### src/verilog/rom_page_map.svh
// offsets, field positions, widths and reset values of the page window
`ifndef ROM_PAGE_MAP_SVH
`define ROM_PAGE_MAP_SVH

// ----------------------------------------------------------------------------
// cpu address map
// ----------------------------------------------------------------------------
`define PAGE_SEL_ADDR 16'hFFF3
`define COMMON_LO 16'h0000
`define COMMON_HI 16'h7FFF
`define WINDOW_LO 16'h8000
`define WINDOW_HI 16'hBFFF
`define PAGE_SEL_RESET 8'h00
`define PAGE_CODE_MSB 2
`define PAGE_CODE_W 3
`define WINDOW_OFS_W 14
`define COMMON_OFS_W 15
`define FLASH_ADDR_W 17
`define PAGE_COUNT_DEF 6
`define RDATA_NONE 8'h00

// ----------------------------------------------------------------------------
// controller registers on apb (byte addresses)
// ----------------------------------------------------------------------------
`define APB_ACCESS_OFS 12'h000
`define APB_STATUS_OFS 12'h004
`define ACC_ADDR_LSB 0
`define ACC_WDATA_LSB 16
`define ACC_WRITE_BIT 24
`define ACC_FETCH_BIT 25
`define ST_BUSY_BIT 0
`define ST_DONE_BIT 1
`define ST_REFUSED_BIT 2
`define ST_INWIN_BIT 3
`define ST_RDATA_LSB 8
`define ST_PAGE_LSB 16

`endif

### src/verilog/rom_page_pkg.sv
// types shared by both ends of the page window link
package rom_page_pkg;

  typedef logic [15:0] cpu_addr_t;
  typedef logic [7:0] byte_t;
  typedef logic [2:0] page_code_t;
  typedef logic [16:0] flash_addr_t;

  typedef enum logic [1:0] {dev_idle, dev_flash, dev_capture, dev_reply} dev_state_e;
  typedef enum logic {cpu_idle, cpu_wait} cpu_state_e;

  typedef struct packed {
    dev_state_e state;
    page_code_t page;
    flash_addr_t flash_addr;
    logic flash_rd;
    byte_t rdata;
  } dev_reg_s;

  typedef struct packed {
    cpu_state_e state;
    logic req;
    logic write;
    logic fetch;
    cpu_addr_t addr;
    byte_t wdata;
    byte_t rdata;
    logic done;
    logic refused;
    logic in_window;
    page_code_t page;
  } cpu_reg_s;

endpackage : rom_page_pkg

### src/verilog/cpu_mem_if.sv
// memory access link between the cpu end and the page window device
`timescale 1ns/1ps
interface cpu_mem_if;
  import rom_page_pkg::*;

  logic req;
  logic write;
  logic fetch;
  cpu_addr_t addr;
  byte_t wdata;
  byte_t rdata;
  logic ack;

  modport dev (input req, input write, input fetch, input addr, input wdata,
    output rdata, output ack);
  modport cpu (output req, output write, output fetch, output addr, output wdata,
    input rdata, input ack);
endinterface : cpu_mem_if

### src/verilog/page_window_map.sv
// combinational translation of a cpu address into a flash address
`timescale 1ns/1ps
`include "rom_page_map.svh"
module page_window_map (
  // cpu side
  input wire rom_page_pkg::cpu_addr_t cpu_addr,
  input wire rom_page_pkg::page_code_t page,
  // decoded result
  output logic in_common,
  output logic in_window,
  output logic is_select,
  output rom_page_pkg::flash_addr_t flash_addr
);
  import rom_page_pkg::*;

  always_comb begin
    in_common = (cpu_addr <= `COMMON_HI);
    in_window = (cpu_addr >= `WINDOW_LO) && (cpu_addr <= `WINDOW_HI);
    is_select = (cpu_addr == `PAGE_SEL_ADDR);
    // page n sits just above the common region at (n + 2) * 16k, so page 0
    // continues the common region without a seam
    if (in_window) begin
      flash_addr = {page_code_t'(page + 3'h2), cpu_addr[`WINDOW_OFS_W-1:0]}; // see RL1 RL6 RL14
    end else begin
      flash_addr = {2'h0, cpu_addr[`COMMON_OFS_W-1:0]}; // see RL16
    end
  end
endmodule : page_window_map

### src/verilog/rom_page_window_select.sv
// device end: page select register and switchable flash window
`timescale 1ns/1ps
`include "rom_page_map.svh"

// ----------------------------------------------------------------------------
// page window device
// ----------------------------------------------------------------------------
// Behaviour
// RL1: window 8000H-BFFFH shows selected flash page
// RL2: parameter gives four or six pages
// RL3: select register 8 bits, cpu read/write
// RL4: register at FFF3H, bits 7-3 zero
// RL5: reset clears select register to zero
// RL6: code n selects page n
// RL7: software writes only existing page codes
// RL8: software changes page from common region only
// RL9: rewrites from window are not guarded
// RL10: new page used right after write
// RL11: no sequential fetch across pages
// RL12: cross-page references go through common region
// RL13: interrupt handlers live in common region
// RL14: 7FFFH-8000H straddle works only on page 0
// RL15: switch page in common, then reference
// RL16: other addresses ignore page, upper bits ignored
module rom_page_window_select #(
  parameter int page_count = `PAGE_COUNT_DEF
) (
  // clock and reset
  input wire logic clk,
  input wire logic rst_b,
  // cpu link
  cpu_mem_if.dev bus,
  // flash array port, read data valid the cycle after flash_rd
  output rom_page_pkg::flash_addr_t flash_addr,
  output logic flash_rd,
  input wire rom_page_pkg::byte_t flash_rdata,
  // current selection
  output rom_page_pkg::page_code_t page,
  output logic window_hit
);
  import rom_page_pkg::*;

  // --------------------------------------------------------------------------
  // elaboration checks
  // --------------------------------------------------------------------------
  generate
    if (page_count != 4 && page_count != 6) begin : g_bad_count
      $error("page_count must be 4 or 6"); // see RL2
    end
    // the top page has to land inside the flash address space
    if ((page_count + 2) * (1 << `WINDOW_OFS_W) > (1 << `FLASH_ADDR_W)) begin : g_bad_fit
      $error("top page lies beyond the flash address"); // see RL2
    end
  endgenerate

  // --------------------------------------------------------------------------
  // state
  // --------------------------------------------------------------------------
  dev_reg_s cur;
  dev_reg_s next_cur;

  logic dec_common;
  logic dec_window;
  logic dec_select;
  flash_addr_t dec_flash;
  byte_t sel_image;
  logic acc_sel_wr;
  logic acc_sel_rd;
  logic acc_flash;
  logic acc_other;
  byte_t quick_reply;

  // --------------------------------------------------------------------------
  // address translation
  // --------------------------------------------------------------------------
  // common addresses pass straight through; page n sits at (n + 2) * 16k so
  // page 0 continues the common region without a seam
  // the translator always looks at the live page, so an access that follows a
  // select write by one request already sees the new page
  page_window_map u_map (
    .cpu_addr(bus.addr),
    .page(cur.page),
    .in_common(dec_common),
    .in_window(dec_window),
    .is_select(dec_select),
    .flash_addr(dec_flash)
  );

  // --------------------------------------------------------------------------
  // select register image
  // --------------------------------------------------------------------------
  // upper five bits have no storage and always read back as zero
  assign sel_image = {5'h00, cur.page}; // see RL4

  // --------------------------------------------------------------------------
  // access decode
  // --------------------------------------------------------------------------
  // one-hot view of the request in front of the idle device; a request is
  // only looked at while idle, so a held req is never taken twice
  // fetch is not decoded: a fetch and a data read see the same page
  always_comb begin
    acc_sel_wr = 1'b0;
    acc_sel_rd = 1'b0;
    acc_flash = 1'b0;
    acc_other = 1'b0;
    if (bus.req && (cur.state == dev_idle)) begin
      if (dec_select) begin
        acc_sel_wr = bus.write;
        acc_sel_rd = !bus.write;
      end else if ((dec_common || dec_window) && !bus.write) begin
        acc_flash = 1'b1;
      end else begin
        acc_other = 1'b1;
      end
    end
  end

  // --------------------------------------------------------------------------
  // reply data
  // --------------------------------------------------------------------------
  // writes and unmapped reads answer with a fixed byte, so the cpu never picks
  // up what an earlier flash read left behind
  always_comb begin
    quick_reply = `RDATA_NONE; // see RL16
    if (acc_sel_rd) begin
      quick_reply = sel_image; // see RL3
    end
  end

  // --------------------------------------------------------------------------
  // next state
  // --------------------------------------------------------------------------
  always_comb begin
    next_cur = cur;
    next_cur.flash_rd = 1'b0;
    case (cur.state)
      dev_idle: begin
        if (acc_sel_wr) begin
          // only the page code bits are stored; codes the variant lacks
          // are the cpu's to avoid, nothing here traps them
          next_cur.page = bus.wdata[`PAGE_CODE_MSB:0]; // see RL3 RL4 RL16 RL7
        end
        if (acc_flash) begin
          // fetch and data read take the same path through the window
          next_cur.flash_addr = dec_flash; // see RL1 RL6 RL10
          next_cur.flash_rd = 1'b1;
          next_cur.state = dev_flash;
        end
        if (acc_sel_wr || acc_sel_rd || acc_other) begin
          // flash is read only and other addresses belong elsewhere
          next_cur.rdata = quick_reply;
          next_cur.state = dev_reply;
        end
      end
      dev_flash: begin
        next_cur.state = dev_capture;
      end
      dev_capture: begin
        next_cur.rdata = flash_rdata;
        next_cur.state = dev_reply;
      end
      dev_reply: begin
        next_cur.state = dev_idle;
      end
      default: begin
        next_cur.state = dev_idle;
      end
    endcase
  end

  // --------------------------------------------------------------------------
  // registers
  // --------------------------------------------------------------------------
  // a select write issued from inside the window simply takes effect; the
  // cpu then fetches from the new page, which is its own problem
  always_ff @(posedge clk) begin // see RL9
    if (!rst_b) begin
      cur.state <= dev_idle;
      cur.page <= page_code_t'(`PAGE_SEL_RESET); // see RL5
      // flash side comes up quiet so no stray read reaches the array
      cur.flash_addr <= '0;
      cur.flash_rd <= 1'b0;
      cur.rdata <= `RDATA_NONE;
    end else begin
      cur <= next_cur;
    end
  end

  // --------------------------------------------------------------------------
  // outputs
  // --------------------------------------------------------------------------
  // ack comes straight from the state, so it is one cycle long by construction
  assign bus.ack = (cur.state == dev_reply);
  assign bus.rdata = cur.rdata;
  assign flash_addr = cur.flash_addr;
  assign flash_rd = cur.flash_rd;
  assign page = cur.page;
  // high for the one cycle in which a window access is taken
  assign window_hit = bus.req && dec_window && (cur.state == dev_idle);

endmodule : rom_page_window_select

### src/flat_wrapper.sv
// flat-port wrapper written by rule: the top's interface ports become plain ports
module rom_page_window_select_flat import rom_page_pkg::*;
#(
  parameter int page_count = `PAGE_COUNT_DEF
)
  (clk, rst_b, flash_addr, flash_rd, flash_rdata, page, window_hit, bus_req, bus_write, bus_fetch, bus_addr, bus_wdata, bus_rdata, bus_ack);
  cpu_mem_if bus_i ();
  input wire logic clk;
  input wire logic rst_b;
  output rom_page_pkg::flash_addr_t flash_addr;
  output logic flash_rd;
  input wire rom_page_pkg::byte_t flash_rdata;
  output rom_page_pkg::page_code_t page;
  output logic window_hit;
  input wire logic [$bits(bus_i.req)-1:0] bus_req;
  input wire logic [$bits(bus_i.write)-1:0] bus_write;
  input wire logic [$bits(bus_i.fetch)-1:0] bus_fetch;
  input wire logic [$bits(bus_i.addr)-1:0] bus_addr;
  input wire logic [$bits(bus_i.wdata)-1:0] bus_wdata;
  output wire logic [$bits(bus_i.rdata)-1:0] bus_rdata;
  output wire logic [$bits(bus_i.ack)-1:0] bus_ack;
  assign bus_i.req = bus_req;
  assign bus_i.write = bus_write;
  assign bus_i.fetch = bus_fetch;
  assign bus_i.addr = bus_addr;
  assign bus_i.wdata = bus_wdata;
  assign bus_rdata = bus_i.rdata;
  assign bus_ack = bus_i.ack;
  rom_page_window_select #(.page_count(page_count)) u_core (.clk(clk), .rst_b(rst_b), .bus(bus_i), .flash_addr(flash_addr), .flash_rd(flash_rd), .flash_rdata(flash_rdata), .page(page), .window_hit(window_hit));
endmodule
### config.mk
export PLATFORM = sky130hd
export DESIGN_NAME = rom_page_window_select_flat
export DESIGN_NICKNAME = d
export VERILOG_FILES = /design/src/verilog/rom_page_pkg.sv /design/src/verilog/cpu_mem_if.sv /design/src/verilog/page_window_map.sv /design/src/verilog/rom_page_window_select.sv /design/src/flat_wrapper.sv
export VERILOG_INCLUDE_DIRS = /design/src /design/src/verilog
export SDC_FILE = /design/constraint.sdc
export NUM_CORES = 1
export LEC_CHECK = 0
export ABC_AREA = 1
export CAP_MARGIN = 20
export CORE_MARGIN = 5
export CORE_UTILIZATION = 55
export DETAILED_ROUTE_END_ITERATION = 6
export DONT_BUFFER_PORTS = 1
export HOLD_SLACK_MARGIN = 0.05
export PLACE_DENSITY_LB_ADDON = 0.3
export SYNTH_ARGS = -nofsm -noshare
export SYNTH_HDL_FRONTEND = slang
export SYNTH_HIERARCHICAL = 1
export SYNTH_SLANG_ARGS = --single-unit
### constraint.sdc
create_clock -name clk -period 1.4 [get_ports clk]
set_input_delay 0.28 -clock clk [delete_from_list [all_inputs] [get_ports clk]]
set_output_delay 0.28 -clock clk [all_outputs]
set_load 0.005 [all_outputs]
Word level (Yosys, flattened, before mapping). Cells that the tools add are included.

Register bits: 31.

$lt $le $gt $ge: 3. Reduce and logical (&&, ||, !) cells: 15. $add $sub $neg: 1. Eq/ne operators: 6. Mux-type cells: 18.

Operator list (number): 2-to-1 mux 17 bit (1); equality test 16 bit, second input constant (1); greater-or-equal comparator 16 bit, second input constant (1); less-or-equal comparator 16 x 15 -> 1 bit, second input constant (1); less-or-equal comparator 16 bit, second input constant (1); case mux 8 bit (2 select lines) (1); 2-to-1 mux 1 bit (11); 2-to-1 mux 8 bit (1); case mux 2 bit (4 select lines) (1); AND reduction 2 bit (4); logical AND 1 bit (5); equality test 2 bit, second input constant (2); 2-to-1 mux 2 bit (2); adder 3 x 2 -> 3 bit, second input constant (1); logical OR 1 bit (3); 2-to-1 mux 3 bit (1); inequality test 3 x 2 -> 1 bit, second input constant (1); equality test 2 x 1 -> 1 bit, second input constant (1); logical NOT 2 bit (1); inequality test 2 bit, second input constant (1); nonzero test 2 bit (1); logical NOT 1 bit (1).

Logic depth before layout (Yosys ltp).
Depth in word-level cells: 10. Gate-level depth with buffers: 12.

Cells and area by module. Netlist, hierarchy kept.

By module, submodules not included: rom_page_window_select (cells an instance 222, seq. area each 620.6 um2, area each 1672.9 um2, instances 1); page_window_map (cells an instance 40, seq. area each 0.0 um2, area each 210.2 um2, instances 1).

Least setup slack after synthesis. No wires, ideal clock.

Path kind: input port to flip-flop. Start: in bus_addr[5]. End: reg u_core/bus.rdata[0] (netlist name). Stages on the path: 11. Slack: 5 ps. Arrival time: 1284 ps. Library setup time: 111 ps. Data required time: 1289 ps. Buffers on the path: 0. Cells stage by stage: nand2_1 > nor2_2 > nand2_1 > nor2_1 > nor2_8 > nand2_4 > nand2_8 > nand2_4 > inv_2 > nor2_1 > nor2_1.

RTL lines: start, declared (RTL line flat_wrapper.sv:18) `input wire logic [$bits(bus_i.addr)-1:0] bus_addr;`; equality test 16 bit (no line) (*); net u_core.dec_select (RTL line rom_page_window_select.sv:64) `logic dec_select;`; 2-to-1 mux 1 bit (RTL line rom_page_window_select.sv:107) `if (dec_select) begin`; 2-to-1 mux 1 bit (RTL line rom_page_window_select.sv:106) `if (bus.req && (cur.state == dev_idle)) begin`; logical OR 1 bit (2 in a row) (RTL line rom_page_window_select.sv:149) `if (acc_sel_wr || acc_sel_rd || acc_other) begin`; inequality test 2 bit (no line); AND reduction 2 bit (no line).

The timed path passes the listed nets; every way through them passes the cells marked *. The select of a mux whose other input is x is not followed. A chain may end at the register's enable or synchronous reset.

Final worst setup path.
Start: reg u_core/cur[30] (netlist bit). End: out window_hit.

Longest elaborated chain between the ends: 2.

RTL lines: start, declared (RTL line rom_page_window_select.sv:59) `dev_reg_s cur;`; start signal, assigned (RTL line rom_page_window_select.sv:185) `cur <= next_cur;`; logical NOT 2 bit (RTL line rom_page_window_select.sv:199) `assign window_hit = bus.req && dec_window && (cur.state == dev_idle);`; logical AND 1 bit (RTL line rom_page_window_select.sv:199); end, declared (RTL line flat_wrapper.sv:14) `output logic window_hit;`.

No other way between the ends.

==> impl_metrics.ini <==
[critical_path]
cp.required_ns = 1.12
worst_path_max_delay_cell = dfxtp_2
reg2reg_setup_slack_ns = 0.08
crit_family = flip-flops
r2r-start = u_core/cur[29]$_SDFFE_PN0P_
critPathBufInv = 1
cp-end-kind = output port
crit_type = reg -> out
worstSetupStartpointType = flip-flop
crit_path_max_incr_delay_ns = 0.34
crit_chain = inv_2 > ha_4 > nand2_4 > nor2_4
critPathMaxFanout = 4
r2r-end = u_core/bus.rdata[0]$_SDFFE_PN0P_
critPathArrivalTime_ns = 1.05
ff2ff_path_depth = 10

[placement]
place_hpwl_um = 2820
placed_cell_area_um2 = 1680
portBuffers = 0
place.gp.congestion = 0.823
dp_slack_ns = -0.0271

[yosys]
yosysWarnings = 6
synth_cells = 262
syn_area_per_cell_um2 = 7.19
yosys.cell_types.count = 22
synth-edff-count = 0
yosysSeqAreaShare = 0.330
netlist_area_um2 = 1880
ys.flop_type = dfxtp_1
synth_seq_cells = 31
syn_nets = 303
synthArstFlopShare = 0

[clock_tree]
clock_path_buffers = 2
clk_pin_slew_ns = 0.09
root_buffer = clkbuf_4
clock_latency_ns = 0.32
cts_buffers = 5
htreeDepth = 2
cts_sinks = 31
cts_tree = done

[power_and_ir_drop]
total_leakage_power_nw = 0.783
ir_drop_mv = 0.884
power_mw = 2.98
pwr_density_cell_nw_per_um2 = 1600

[layout]
final_core_util = 0.558
multi_input_area_um2 = 833
n_antenna_cell = 0
drive_gt1_frac = 0.197
fillers = 355
design_area_um2 = 1860
fin_nets = 279
synthToLayoutAreaGrowth_pct = -1.20
seqCellArea_um2 = 623

[floorplanning]
die-area_um2 = 4690
fp.dieW_um = 68.5
coreArea_um2 = 3340
start_util = 0.564
die_y_um = 68.5
rows = 21
ios = 68

[route]
wl_per_cell_um = 13.5
via_per_inst = 5.05
drc = 0
vias = 1438
wl_um = 3860
firstDrtPassIters = 4
antenna_left = 0
dr.first_iter.drc_count = 103

[timing]
slew_headroom = 0.850
hold_viol = 0
fin_skew_ns = 0.00548
period_minus_slack_ns = 1.33
tightest_slew_ns = 0.224
fin_ws_ns = 0.0731
finalMaxSlewViolations = 0
fin_crit_sh = 0.948
setup_violations = 0
setup_tns_ns = 0
fmax_mhz = 754

[grt]
overflow = 0
grt_max_degree = 20
grt_pass1_wl_um = 6000
grt_use_total = 0.172
grt_pass1_vias = 1368
antenna_found_initial = 0

[hold_path]
holdPathStages = 2
hold_end = u_core/page[0]$_SDFFE_PN0P_
holdCritStartpoint = rst_b
min-delay-path-class = in -> reg

[outcome]
outcome = finished clean

[run]
maxCapViolations = 0
==> placed cells by master (no fill, tap or decap) <==
cell type	count
nand2_1	57
dfxtp_1	29
inv_1	24
a21oi_1	21
nor2_1	20
nand4_1	17
buf_4	15
nand3_1	14
clkbuf_4	5
o21ai_0	4
nand2_4	3
nor2_4	3
inv_4	3
clkbuf_8	2
inv_2	2
nor2_2	2
ha_4	2
ha_1	2
dfxtp_2	2
clkbuf_1	1
clkinvlp_4	1
nand2_2	1
nor2_8	1
nand3_4	1
nand2_8	1
nand3_2	1
o21ai_1	1
dlygate4sd3_1	1
buf_6	1
buf_12	1
xnor2_1	1
==> sequential cells by signal, summed over array words and instances (netlist names) <==
register	flops
u_core/bus.rdata	8
u_core/cur	2
u_core/flash_addr	17
u_core/flash_rd	1
u_core/page	3
==> cells in the mapped netlist, types with 2 or more instances <==
cell type	count	area (µm²)
o21ai_0	5	25.0
buf_2	2	10.0
buf_6	4	45.0
nor2_1	24	90.1
nand4_1	17	106
nand2_1	57	214
dfxtp_1	31	621
nand2_2	2	12.5
ha_1	4	50.1
clkbuf_1	2	7.51
inv_2	2	7.51
buf_4	42	315
a21oi_1	21	105
nand3_1	15	75.1
nand2_4	2	22.5
inv_1	26	97.6
==> cell families after synthesis <==
| family | after synthesis | synth area share |
|---|---|---|
| buffers and inverters | 79 | 0.260 |
| adder cells (fa/ha/maj) | 4 | 0.0266 |
| AO/OA/AOI/OAI | 26 | 0.0691 |
| XOR/XNOR | 1 | 0.00465 |
| flip-flops | 31 | 0.330 |
| AND/OR/NAND/NOR | 121 | 0.310 |
==> metrics by stage <==
stage / hold slack (ns) / instances
CTS: 0.0649 / 282
detailed placement: 0.412 / 272
finish: 0.0909 / 285
global placement: 0.408 / 272
floorplan: 0.406 / 262
global route: 0.0634 / 285
==> how the worst max path moves through the flow <==
stage          slack (ns)                        start  cells past startpoint                               end
2_1_floorplan       0.005                  bus_addr[5]                     11  u_core/bus.rdata[0]$_SDFFE_PN0P_
3_3_place_gp         0.03  u_core/cur[29]$_SDFFE_PN0P_                      7       u_core/page[1]$_SDFFE_PN0P_
3_5_place_dp        -0.03  u_core/cur[29]$_SDFFE_PN0P_                      7       u_core/page[0]$_SDFFE_PN0P_
4_1_cts              0.02  u_core/cur[30]$_SDFFE_PN0P_                      4                        window_hit
5_1_grt            -0.006  u_core/cur[29]$_SDFFE_PN0P_                     10  u_core/bus.rdata[2]$_SDFFE_PN0P_
6_report             0.07  u_core/cur[30]$_SDFFE_PN0P_                      4                        window_hit
==> routing by layer <==
| metal | up-vias | track usage | wire length (µm) |
|---|---|---|---|
| li1 | 747 | - | - |
| met1 | 634 | 0.200 | 1600 |
| met2 | 51 | 0.266 | 1760 |
| met3 | 6 | 0.0956 | 446 |
| met4 | 0 | 0.0596 | 51 |
| met5 | - | 0 | 0 |
==> cell type report <==
cell class,count,area share
Tap cell,46,0.0309
Inverter,29,0.0625
Multi-Input combinational cell,152,0.448
Timing Repair Buffer,18,0.0827
Clock buffer,8,0.0370
Sequential cell,31,0.335
Timing Repair inverter,1,0.00403
==> what timing repair did <==
action | 4_1_cts | 5_1_grt
cloned | 0 | 1
endpoints found under the hold margin | 3 | 0
setup endpoints to repair | 8 | 20
hold buffers | 1 | 0
gates resized for setup | 8 | 14
pin swaps | 1 | 3
buffers inserted | 2 | 2
==> power breakdown <==
| group | switching, mW | total, mW | internal [mW] |
|---|---|---|---|
| clock network | 0.295 | 0.590 | 0.295 |
| registers | 0.0892 | 1.11 | 1.02 |
| logic | 0.732 | 1.28 | 0.553 |
| total | 1.12 | 2.98 | 1.87 |
Note: power is estimated with default switching activity, not from simulation.
